$ cat src/rom_consts.svh
// constants of the radio operating mode controller
`ifndef ROM_CONSTS_SVH
`define ROM_CONSTS_SVH
`define ROM_CLK_MHZ 250
`define ROM_STARTUP_US 650
`define ROM_STARTUP_CYC (`ROM_STARTUP_US * `ROM_CLK_MHZ)
`define ROM_TURN_US 15
`define ROM_TURN_CYC (`ROM_TURN_US * `ROM_CLK_MHZ)
`define ROM_LOCK_TO_US 80
`define ROM_LOCK_TO_CYC (`ROM_LOCK_TO_US * `ROM_CLK_MHZ)
`define ROM_PROTO_TO_US 1000
`define ROM_PROTO_TO_CYC (`ROM_PROTO_TO_US * `ROM_CLK_MHZ)
`define ROM_CNT_W 24
`define ROM_CMD_HEADER 8'h80
`define ROM_CMD_TX 8'h60
`define ROM_CMD_RX 8'h61
`define ROM_CMD_READY 8'h62
`define ROM_CMD_STANDBY 8'h63
`define ROM_CMD_SLEEP 8'h64
`define ROM_CMD_LOCK_RX 8'h65
`define ROM_CMD_LOCK_TX 8'h66
`define ROM_CMD_ABORT 8'h67
`define ROM_CODE_OFF 7'h00
`define ROM_CODE_STANDBY 7'h40
`define ROM_CODE_SLEEP 7'h36
`define ROM_CODE_READY 7'h03
`define ROM_CODE_LOCK 7'h0F
`define ROM_CODE_RX 7'h33
`define ROM_CODE_TX 7'h5F
`define ROM_CODE_PROTO 7'h1F
`endif

$ cat src/rom_pkg.sv
// types of the radio operating mode controller
package rom_pkg;
  typedef enum logic [3:0] {
    ROM_SHUTDOWN = 4'h0,
    ROM_STARTUP = 4'h1,
    ROM_READY = 4'h2,
    ROM_STANDBY = 4'h3,
    ROM_SLEEP = 4'h4,
    ROM_LOCK = 4'h5,
    ROM_RX = 4'h6,
    ROM_TX = 4'h7,
    ROM_PROTO = 4'h8
  } rom_state_t;
endpackage

$ cat src/rom_ctrl.sv
// operating mode state machine of the radio
`timescale 1ns/1ps
`include "rom_consts.svh"
module rom_ctrl
#(
  parameter int STARTUP_CYC = `ROM_STARTUP_CYC,
  parameter int LOCK_TO_CYC = `ROM_LOCK_TO_CYC,
  parameter int PROTO_TO_CYC = `ROM_PROTO_TO_CYC
)
(
  // clock and reset
  input wire logic clk_in,
  input wire logic reset_in,
  // power pin and analog status
  input wire logic power_off_pin_in,
  input wire logic lock_detect_in,
  // serial pins
  input wire logic sclk_in,
  input wire logic csn_in,
  input wire logic mosi_in,
  output logic miso_out,
  output logic miso_oe_out,
  // radio events
  input wire logic tx_done_in,
  input wire logic tx_underflow_in,
  input wire logic rx_done_in,
  input wire logic rx_timeout_in,
  input wire logic rx_overflow_in,
  input wire logic auto_turn_in,
  input wire logic protocol_done_in,
  input wire logic wake_in,
  // configuration
  input wire logic direct_mode_in,
  input wire logic persist_tx_in,
  input wire logic persist_rx_in,
  input wire logic protocol_en_in,
  input wire logic low_duty_cycle_receive_in,
  // status
  output rom_pkg::rom_state_t state_out,
  output logic [6:0] state_code_out,
  output logic supply_on_out,
  output logic crystal_oscillator_on_out,
  output logic synth_on_out,
  output logic gpio_ready_out,
  output logic gpio_ready_oe_out
);
  import rom_pkg::*;
  localparam int CW = `ROM_CNT_W;
  localparam int TURN_CYC = `ROM_TURN_CYC;

  if (STARTUP_CYC < 1 || STARTUP_CYC >= 2 ** CW ||
      LOCK_TO_CYC < 1 || LOCK_TO_CYC >= 2 ** CW ||
      PROTO_TO_CYC < 1 || PROTO_TO_CYC >= 2 ** CW)
  begin : g_bad_param
    $error("timeout parameter out of counter range");
  end

  rom_state_t st;
  rom_state_t next_st;
  logic [1:0] off_s;
  logic [1:0] lock_s;
  logic off;
  logic lock_det;
  logic [CW-1:0] cnt;
  logic lock_hold;
  logic lock_to_tx;
  logic turn;
  logic pend_rx;
  logic next_hold;
  logic next_to_tx;
  logic next_turn;
  logic cmd_valid;
  logic [7:0] cmd_code;
  logic tx_end;
  logic rx_end;
  logic lock_reached;
  rom_state_t tx_dest;
  rom_state_t rx_dest;

  rom_spi_cmd u_spi
  (
    .clk_in(clk_in),
    .reset_in(reset_in),
    .enable_in(st != ROM_SHUTDOWN),
    .status_in(state_code_out),
    .sclk_in(sclk_in),
    .csn_in(csn_in),
    .mosi_in(mosi_in),
    .miso_out(miso_out),
    .miso_oe_out(miso_oe_out),
    .cmd_valid_out(cmd_valid),
    .cmd_code_out(cmd_code)
  );

  // pin and analog levels cross into the clock domain
  always_ff @(posedge clk_in or posedge reset_in)
  begin
    if (reset_in)
    begin
      off_s <= 2'h0;
      lock_s <= 2'h0;
    end
    else
    begin
      off_s <= {off_s[0], power_off_pin_in};
      lock_s <= {lock_s[0], lock_detect_in};
    end
  end

  assign off = off_s[1];
  assign lock_det = lock_s[1];

  // abort shares the completion destinations, so persistence still wins
  assign tx_end = tx_done_in | (direct_mode_in & tx_underflow_in) |
                  (cmd_valid & cmd_code == `ROM_CMD_ABORT);
  assign rx_end = rx_done_in | rx_timeout_in |
                  (direct_mode_in & rx_overflow_in) |
                  (cmd_valid & cmd_code == `ROM_CMD_ABORT);
  assign tx_dest = persist_tx_in ? ROM_TX :
                   protocol_en_in ? ROM_PROTO : ROM_READY;
  assign rx_dest = persist_rx_in ? ROM_RX :
                   protocol_en_in ? ROM_PROTO :
                   low_duty_cycle_receive_in ? ROM_SLEEP :
                   ROM_READY;
  assign lock_reached = lock_det ||
    (turn ? cnt >= CW'(TURN_CYC - 1)
          : cnt >= CW'(LOCK_TO_CYC - 1));

  always_comb
  begin
    next_st = st;
    next_hold = lock_hold;
    next_to_tx = lock_to_tx;
    next_turn = turn;
    case (st)
      ROM_SHUTDOWN:
        next_st = ROM_STARTUP;
      ROM_STARTUP:
        if (cnt == CW'(STARTUP_CYC - 1))
          next_st = ROM_READY;
      ROM_READY:
        if (cmd_valid)
        begin
          // transmit and receive lock first and pass on unattended
          if (cmd_code == `ROM_CMD_TX || cmd_code == `ROM_CMD_RX)
          begin
            next_st = ROM_LOCK;
            next_hold = 1'b0;
            next_to_tx = (cmd_code == `ROM_CMD_TX);
            next_turn = 1'b0;
          end
          else if (cmd_code == `ROM_CMD_LOCK_RX ||
                   cmd_code == `ROM_CMD_LOCK_TX)
          begin
            next_st = ROM_LOCK;
            next_hold = 1'b1;
            next_to_tx = (cmd_code == `ROM_CMD_LOCK_TX);
            next_turn = 1'b0;
          end
          else if (cmd_code == `ROM_CMD_STANDBY)
            next_st = ROM_STANDBY;
          else if (cmd_code == `ROM_CMD_SLEEP)
            next_st = ROM_SLEEP;
        end
      ROM_STANDBY:
        if (cmd_valid && cmd_code == `ROM_CMD_READY)
          next_st = ROM_READY;
      ROM_SLEEP:
        if (cmd_valid && cmd_code == `ROM_CMD_READY)
          next_st = ROM_READY;
        else if (wake_in && pend_rx)
        begin
          next_st = ROM_LOCK;
          next_hold = 1'b0;
          next_to_tx = 1'b0;
          next_turn = 1'b0;
        end
      ROM_LOCK:
        if (lock_hold)
        begin
          if (cmd_valid && cmd_code == `ROM_CMD_READY)
            next_st = ROM_READY;
        end
        else if (lock_reached)
          next_st = lock_to_tx ? ROM_TX : ROM_RX;
      ROM_RX:
        if (rx_end)
          next_st = rx_dest;
        else if (auto_turn_in)
        begin
          next_st = ROM_LOCK;
          next_hold = 1'b0;
          next_to_tx = 1'b1;
          next_turn = 1'b1;
        end
      ROM_TX:
        if (tx_end)
          next_st = tx_dest;
        else if (auto_turn_in)
        begin
          next_st = ROM_LOCK;
          next_hold = 1'b0;
          next_to_tx = 1'b0;
          next_turn = 1'b1;
        end
      ROM_PROTO:
        if (protocol_done_in || cnt == CW'(PROTO_TO_CYC - 1))
          next_st = ROM_READY;
      default:
        next_st = ROM_READY;
    endcase
    // other commands fall through the case untouched
    if (off)
      next_st = ROM_SHUTDOWN;
  end

  // power-on reset lands directly in ready with the crystal running
  always_ff @(posedge clk_in or posedge reset_in)
  begin
    if (reset_in)
    begin
      st <= ROM_READY;
      cnt <= '0;
      lock_hold <= 1'b0;
      lock_to_tx <= 1'b0;
      turn <= 1'b0;
    end
    else
    begin
      st <= next_st;
      cnt <= (next_st != st) ? '0 : cnt + CW'(1);
      lock_hold <= next_hold;
      lock_to_tx <= next_to_tx;
      turn <= next_turn;
    end
  end

  // pending receive survives sleep; shutdown loses it with everything
  always_ff @(posedge clk_in or posedge reset_in)
  begin
    if (reset_in)
      pend_rx <= 1'b0;
    else if (next_st == ROM_SHUTDOWN)
      pend_rx <= 1'b0;
    else if (st == ROM_RX && next_st == ROM_SLEEP)
      pend_rx <= 1'b1;
    else if (st == ROM_SLEEP && next_st != ROM_SLEEP)
      pend_rx <= 1'b0;
  end

  // status follows the state one clock later
  always_ff @(posedge clk_in or posedge reset_in)
  begin
    if (reset_in)
    begin
      state_out <= ROM_READY;
      state_code_out <= `ROM_CODE_READY;
      supply_on_out <= 1'b1;
      crystal_oscillator_on_out <= 1'b1;
      synth_on_out <= 1'b0;
      gpio_ready_out <= 1'b1;
      gpio_ready_oe_out <= 1'b1;
    end
    else
    begin
      state_out <= st;
      case (st)
        ROM_STANDBY: state_code_out <= `ROM_CODE_STANDBY;
        ROM_SLEEP: state_code_out <= `ROM_CODE_SLEEP;
        ROM_READY: state_code_out <= `ROM_CODE_READY;
        ROM_LOCK: state_code_out <= `ROM_CODE_LOCK;
        ROM_RX: state_code_out <= `ROM_CODE_RX;
        ROM_TX: state_code_out <= `ROM_CODE_TX;
        ROM_PROTO: state_code_out <= `ROM_CODE_PROTO;
        default: state_code_out <= `ROM_CODE_OFF;
      endcase
      supply_on_out <= (st != ROM_SHUTDOWN);
      crystal_oscillator_on_out <= !(st == ROM_SHUTDOWN ||
        st == ROM_STANDBY || st == ROM_SLEEP);
      synth_on_out <= (st == ROM_LOCK || st == ROM_RX ||
                       st == ROM_TX);
      gpio_ready_out <= (st == ROM_READY);
      gpio_ready_oe_out <= (st != ROM_SHUTDOWN);
    end
  end
endmodule

$ cat src/rom_spi_cmd.sv
// serial command receiver sampled on the system clock
`timescale 1ns/1ps
`include "rom_consts.svh"
module rom_spi_cmd
(
  // clock and reset
  input wire logic clk_in,
  input wire logic reset_in,
  // control
  input wire logic enable_in,
  input wire logic [6:0] status_in,
  // serial pins
  input wire logic sclk_in,
  input wire logic csn_in,
  input wire logic mosi_in,
  output logic miso_out,
  output logic miso_oe_out,
  // decoded command
  output logic cmd_valid_out,
  output logic [7:0] cmd_code_out
);
  import rom_pkg::*;
  logic [2:0] sclk_s;
  logic [1:0] csn_s;
  logic [1:0] mosi_s;
  logic [7:0] shreg;
  logic [7:0] txreg;
  logic [2:0] bitcnt;
  logic first;
  logic hdr_ok;
  logic rise;
  logic fall;
  logic idle;
  logic [7:0] byte_in;

  always_ff @(posedge clk_in or posedge reset_in)
  begin
    if (reset_in)
    begin
      sclk_s <= 3'h0;
      csn_s <= 2'h3;
      mosi_s <= 2'h0;
    end
    else
    begin
      sclk_s <= {sclk_s[1:0], sclk_in};
      csn_s <= {csn_s[0], csn_in};
      mosi_s <= {mosi_s[0], mosi_in};
    end
  end

  assign rise = sclk_s[1] & ~sclk_s[2];
  assign fall = ~sclk_s[1] & sclk_s[2];
  assign idle = csn_s[1] | ~enable_in;
  assign byte_in = {shreg[6:0], mosi_s[1]};

  // byte framing; after a command the next byte is a fresh header, so
  // further accesses may follow without lifting chip select
  always_ff @(posedge clk_in or posedge reset_in)
  begin
    if (reset_in)
    begin
      shreg <= 8'h00;
      bitcnt <= 3'h0;
      first <= 1'b1;
      hdr_ok <= 1'b0;
      cmd_valid_out <= 1'b0;
      cmd_code_out <= 8'h00;
    end
    else
    begin
      cmd_valid_out <= 1'b0;
      if (idle)
      begin
        bitcnt <= 3'h0;
        first <= 1'b1;
        hdr_ok <= 1'b0;
      end
      else if (rise)
      begin
        shreg <= byte_in;
        bitcnt <= bitcnt + 3'h1;
        if (bitcnt == 3'h7)
        begin
          if (first)
          begin
            hdr_ok <= (byte_in == `ROM_CMD_HEADER);
            first <= 1'b0;
          end
          else
          begin
            cmd_valid_out <= hdr_ok;
            if (hdr_ok)
              cmd_code_out <= byte_in;
            first <= hdr_ok;
            hdr_ok <= 1'b0;
          end
        end
      end
    end
  end

  // status byte goes out during each header byte
  always_ff @(posedge clk_in or posedge reset_in)
  begin
    if (reset_in)
    begin
      txreg <= 8'h00;
      miso_out <= 1'b0;
      miso_oe_out <= 1'b0;
    end
    else
    begin
      miso_oe_out <= ~idle;
      // the msb must stand before the first rise, so it is shown at load
      // and each later fall moves on to the next bit
      if (idle || (rise && bitcnt == 3'h7))
      begin
        txreg <= {1'b0, status_in};
        miso_out <= 1'b0;
      end
      else if (fall && first && bitcnt != 3'h0)
      begin
        miso_out <= txreg[6];
        txreg <= {txreg[6:0], 1'b0};
      end
    end
  end
endmodule

$ cat config.mk
export PLATFORM = sky130hd
export DESIGN_NAME = rom_ctrl
export DESIGN_NICKNAME = d
export VERILOG_FILES = /design/src/rom_pkg.sv /design/src/rom_ctrl.sv /design/src/rom_spi_cmd.sv
export VERILOG_INCLUDE_DIRS = /design/src
export SDC_FILE = /design/constraint.sdc
export NUM_CORES = 1
export LEC_CHECK = 0
export ABC_CLOCK_PERIOD_IN_PS = 3700
export BUFFER_PORTS_ARGS = -buffer_cell sky130_fd_sc_hd__buf_4
export CAP_MARGIN = 10
export CORE_MARGIN = 2
export CORE_UTILIZATION = 30
export CTS_BUF_LIST = sky130_fd_sc_hd__clkbuf_4 sky130_fd_sc_hd__clkbuf_8
export CTS_CLUSTER_SIZE = 24
export DETAILED_ROUTE_END_ITERATION = 10
export GPL_TIMING_DRIVEN = 0
export PLACE_DENSITY_LB_ADDON = 0.25
export SLEW_MARGIN = 20
export SYNTH_ARGS = -nofsm -noshare
export SYNTH_HDL_FRONTEND = slang
export SYNTH_HIERARCHICAL = 1
export SYNTH_SLANG_ARGS = --single-unit
$ cat constraint.sdc
create_clock -name clk_in -period 3.7 [get_ports clk_in]
set_input_delay 0.74 -clock clk_in [delete_from_list [all_inputs] [get_ports clk_in]]
set_output_delay 0.74 -clock clk_in [all_outputs]
set_load 0.03 [all_outputs]
### Yosys cells after proc, flatten, opt, wreduce, memory -nomap -nowiden

Index checks and enable logic that the tools add are counted.

| storage, ports and cells | value |
|---|---|
| output and inout port bits | 18 |
| flip-flop bits (word level) | 88 |

| operators by class | value |
|---|---|
| $lt $le $gt $ge | 2 |
| bitwise logic cells | 16 |
| equality and inequality tests | 31 |
| multiplexer cells | 70 |
| $add $sub $neg | 2 |
| reductions and logical operators | 31 |

Operator list:

| kind | count |
|---|---|
| $mux W4 | 20 |
| $eq A8 B7 Y1 const B | 8 |
| $pmux W7 S7 | 1 |
| $eq A24 B18 Y1 const B | 2 |
| $mux W1 | 39 |
| $pmux W4 S9 | 1 |
| $add A24 B1 Y24 const B | 1 |
| $ge A24 B12 Y1 const B | 1 |
| $ge A24 B15 Y1 const B | 1 |
| $mux W24 | 1 |
| $eq A4 B3 Y1 const B | 5 |
| $mux W7 | 2 |
| $ne A2 B2 Y1 const B | 6 |
| $pmux W1 S4 | 3 |
| $logic_or A1 B1 Y1 | 9 |
| $mux W3 | 3 |
| $reduce_and A9 Y1 | 1 |
| $eq A4 B2 Y1 const B | 2 |
| $eq A8 B8 Y1 const B | 1 |
| $logic_not A4 Y1 | 2 |
| $reduce_bool A4 Y1 | 2 |
| $logic_and A1 B1 Y1 | 7 |
| $reduce_and A7 Y1 | 1 |
| $or A1 B1 Y1 | 6 |
| 15 further kinds | 27 |

### Longest topological paths before layout

| depth | value |
|---|---|
| depth after elaboration | 13 |
| depth in mapped cells | 11 |

### Hierarchy

The synthesis kept the hierarchy.

Modules (own cells, without submodules):

| module | instances | area each (µm²) | cells each |
|---|---|---|---|
| rom_ctrl | 1 | 3016.6 | 335 |
| rom_spi_cmd | 1 | 1545.2 | 116 |

### Worst setup path after synthesis

Ideal clock, no wire load.

| timing path | value |
|---|---|
| path kind | input port to flip-flop |
| start | input rx_overflow_in |
| end | register cnt[16] |
| buffers on the path | 1 |
| data arrival time | 2.847 ns |
| cell stages on the path | 8 |
| path slack | 0.782 ns |
| library setup time | 0.071 ns |
| cell sequence | a211o_1 a31oi_1 a21oi_1 or3_4 or3_1 a2111o_1 buf_6 nor2_1 |

| between the ends | value |
|---|---|
| longest elaborated chain between the ends | 8 |

RTL lines:

| what | line | text |
|---|---|---|
| from (decl) | rom_ctrl.sv:28 | `input wire logic rx_overflow_in,` |
| $and A1 B1 Y1 | rom_ctrl.sv:117 | `(direct_mode_in & rx_overflow_in) \|` |
| $or A1 B1 Y1 (2 in series) | rom_ctrl.sv:116 | `assign rx_end = rx_done_in \| rx_timeout_in \|` |
| $mux W4 | rom_ctrl.sv:187 | `if (rx_end)` |
| $pmux W4 S9 | rom_ctrl.sv:135 | `case (st)` |
| $mux W4 | rom_ctrl.sv:213 | `if (off)` |
| $ne A4 B4 Y1 | rom_ctrl.sv:231 | `cnt <= (next_st != st) ? '0 : cnt + CW'(1);` |
| $mux W24 | rom_ctrl.sv:231 |  |
| to (signal assigned) | rom_ctrl.sv:231 |  |
| to (decl) | rom_ctrl.sv:64 | `logic [CW-1:0] cnt;` |

Every way passes these cells.
A chain may end at the register's enable or synchronous reset.

### Worst setup path after layout

| timing path | value |
|---|---|
| start | register st[1] |
| end | register cnt[16] |

| between the ends | value |
|---|---|
| longest elaborated chain between the ends | 9 |
| elaborated cells between the ends (all ways) | 28 |

RTL lines:

| what | line | text |
|---|---|---|
| from (decl) | rom_ctrl.sv:58 | `rom_state_t st;` |
| from (signal assigned) | rom_ctrl.sv:230 | `st <= next_st;` |
| $mux W4 | rom_ctrl.sv:162 | `` else if (cmd_code == `ROM_CMD_SLEEP) `` |
| $mux W4 | rom_ctrl.sv:160 | `` else if (cmd_code == `ROM_CMD_STANDBY) `` |
| $mux W4 | rom_ctrl.sv:152 | `` else if (cmd_code == `ROM_CMD_LOCK_RX \|\| `` |
| $mux W4 | rom_ctrl.sv:145 | `` if (cmd_code == `ROM_CMD_TX \|\| cmd_code == `ROM_CMD_RX) `` |
| $mux W4 | rom_ctrl.sv:142 | `if (cmd_valid)` |
| $pmux W4 S9 | rom_ctrl.sv:135 |  |
| $mux W4 | rom_ctrl.sv:213 |  |
| $ne A4 B4 Y1 (*) | rom_ctrl.sv:231 |  |
| $mux W24 (*) | rom_ctrl.sv:231 |  |

Mark *: on every way between the ends. The rest lies on a longest branch, timed or not.

==> metrics <==
status=finished, final reports clean; Int Pwr=around 1.4 mW; die area=about 16,000 um2; Initial Util=a little under a third; Sequential Power Share=a little under three fifths; DRC viols=0; asr flop ratio synth=100.0%; Ports=38; Met3 Routed Length=slightly below 500 um; PostCTS Resize Cnt=0; clock buffer depth=2; Routed Antenna Nets=0; RSZ-0062 raised after global routing=false; Worst Setup End Kind=flop; TritonCTS Buffers=9; grt total ovfl=0; Post-synth EDFFs=0; largest net degree at the start of global routing=38; Hold Path Class=flop to flop; setup_tns=0 ps; Startpoint Class=flop; top_reg_cell synth=dfrtp_1; CTS tree=built; die height=between 100 and 150 um; Final Setup Violations=0; initial antenna violation count=0; clk sinks=88; WL/cell=between 15 and 20 um; CP arrival=3430 ps; Worst VDD drop=~0.00016 V; final setup skew=11.74 ps; setup bufs post-CTS=0; switching share of total power=between 20% and 30%; leakage=roughly 2.3 nW; DR iter-0 viols=around 380; synthesized cell area=between 4000 and 5000 um2; crit path kind=flop to flop; crit path time final=roughly 3100 ps; Worst-path clk slew=around 80 ps; vias in the first global route=3,555; Post-Route WL=around 11,000 um; Slew HR=49.24%; highest metal used=met4; Hold Vio Cnt, Final=0; Combinational Power Share=between 10% and 20%; sequential share of the synthesized area=between 40 and 50%; Cells after Synth=about 450; CP Data Required Time=3990 ps; HPWL Detailed=7768 um; crit-path max FO=10; Total GRT Usage=around 14%; H-tree level count=3; port bufs=37; crit share post-route=84.93%; vias=around 3,600; Nets=between 500 and 600; number of max-slew violations in the final report=0; pwr dens=approximately 360 nW/um2; max cap viols=0; chip width=about 130 um; worst slew pin tran=~760 ps; Clock power frac=between 30% and 40%; Final Wtd Congestion=0.8928; synth warn=6; share of layout cells above drive strength 1=between 20% and 30%; CTS root buf=clkbuf_8; cts hold-fix bufs=0; first-pass GRT wire length=between 15,000 and 20,000 um; Core Rows=45; Synthesized Nets=around 480; Netlist cell types=72; Max Clk Rate=318.2 MHz; met1 WL=just under 5000 um; n_diodes=0; Finished Core Util=a little over a third; Mean Syn Cell Area=between 10 and 15 um2; synthesis-stage register bit count=88; Vias/cell=5.215; routed wl met2=approximately 4900 um; Core ar.=roughly 15,000 um2; Psw=between 0.4 and 0.5 mW; drt pass-1 iters=5; synth-to-layout area growth=15.77%; Skew-Pair Late Insertion Delay=about 360 ps
[worst max-delay path, cell delays in order (launching register included)]
cell and delay [ps]:
dfstp_2 540, buf_6 130, clkbuf_1 420, nor3_1 140
a2bb2oi_1 220, nand4_1 100, or3_4 360, or3_1 360
a2111o_1 500, buf_6 200, nor2_1 110
[registers in the layout, indices dropped and copies added (netlist names), 3 cells and up]
| name | cells |
|---|---|
| u_spi/bitcnt | 3 |
| cnt | 24 |
| u_spi/cmd_code_out | 8 |
| state_out | 4 |
| u_spi/txreg | 7 |
| st | 4 |
| u_spi/sclk_s | 3 |
| u_spi/shreg | 7 |
| state_code_out | 7 |
[placed cells by master, fill, tap and decap left out, types with 3 or more instances in the layout]
master	n
a211o_1	3
nand4_1	10
a21oi_1	18
or3_1	4
nand3_1	21
buf_4	38
clkbuf_8	9
nand2b_1	9
mux2_4	8
dfstp_2	10
a211oi_1	4
xor2_1	13
nor2_2	5
nand3b_1	5
ha_1	6
inv_2	3
nor4_1	5
xnor2_1	13
o21a_1	3
nor2_1	47
buf_2	3
o31ai_1	4
dfrtp_1	78
nor4b_1	3
clkbuf_1	12
buf_6	5
inv_1	18
nand2_1	23
nor3_1	9
nor3b_1	4
o21ai_0	17
nor2b_1	9
mux2_2	8
and3_1	9
nand4b_1	3
a31oi_1	12
[cells in the mapped netlist (6+ instances only)]
cell | number | share of area [%]
xnor2_1 | 13 | 2.5
o21ai_0 | 17 | 1.9
nand2_1 | 23 | 1.9
inv_1 | 20 | 1.6
mux2_4 | 8 | 2.6
nor2b_1 | 9 | 1.2
a31oi_1 | 12 | 1.6
dfstp_2 | 10 | 5.8
nor2_1 | 47 | 3.9
clkbuf_1 | 12 | 0.99
nand2b_1 | 9 | 1.2
a21oi_1 | 18 | 2.0
dfrtp_1 | 78 | 43
nand3_1 | 21 | 2.3
mux2_2 | 8 | 2.0
ha_1 | 6 | 1.6
and3_1 | 9 | 1.2
nand4_1 | 10 | 1.4
xor2_1 | 13 | 2.5
nor3_1 | 9 | 0.99
[layer usage]
layer | vias up | track usage, %
li1 | 1708 | -
met1 | 1782 | 18.68
met2 | 100 | 21.04
met3 | 19 | 2.596
met4 | 0 | 6.206
met5 | - | 0
[logic make-up after synthesis]
| family | Yosys count | share of synthesized area [%] |
|---|---|---|
| buffers and inverters | 42 | 4.443 |
| AO/OA/AOI/OAI | 86 | 12.64 |
| adder cells (fa/ha/maj) | 6 | 1.646 |
| flip-flops | 88 | 48.55 |
| multiplexers | 18 | 5.047 |
| AND/OR/NAND/NOR | 185 | 22.68 |
| XOR/XNOR | 26 | 4.992 |
[power groups by stage]
stage	clock network, mW	registers [mW]	logic (mW)
after CTS	0.685	1.06	0.194
after global routing	0.719	1.07	0.215
after detailed placement	0	1.08	0.193
final	0.655	1.06	0.191
after global placement	0	1.08	0.187
after floorplan	0	1.07	0.131
[layout make-up]
cell class	instances	area [um2]
timing repair buffer	38	297.8
buffer	21	123.9
fill	1489	9752
sequential	88	2215
clock inverter	4	47.55
tap	188	235.2
multi-input combinational	321	2145
clock buffer	11	138.9
inverter	21	78.83
[stage by stage]
| stage | worst slack, ps | cells | power, mW | hold WS [ps] | cell area (um2) |
|---|---|---|---|---|---|
| 2_1_floorplan | 781.8 | 451 | 1.200 | 331.2 | 4562 |
| 3_3_place_gp | 344.0 | 676 | 1.266 | 334.8 | 5075 |
| 3_5_place_dp | 294.9 | 677 | 1.273 | 335.6 | 5095 |
| 4_1_cts | 556.7 | 692 | 1.940 | 350.6 | 5281 |
| 5_1_grt | 333.2 | 692 | 2.002 | 357.0 | 5281 |
| 6_report | 557.6 | 692 | 1.907 | 348.1 | 5281 |
[worst paths after layout]
path	from	to	slack, ps	depth (start not counted)
setup / recovery	st[1]$_DFF_PP1_	cnt[16]$_DFF_PP0_	560	10
hold / removal	u_spi/csn_s[0]$_DFF_PP1_	u_spi/csn_s[1]$_DFF_PP1_	350	0
setup reg to reg	st[1]$_DFF_PP1_	cnt[16]$_DFF_PP0_	560	10
hold reg to reg	u_spi/csn_s[0]$_DFF_PP1_	u_spi/csn_s[1]$_DFF_PP1_	350	0
max in group asynchronous	reset_in	gpio_ready_out$_DFF_PP1_	2660	3
min in group asynchronous	reset_in	state_code_out[6]$_DFF_PP0_	430	2
Note: power is estimated with default switching activity, not from simulation.
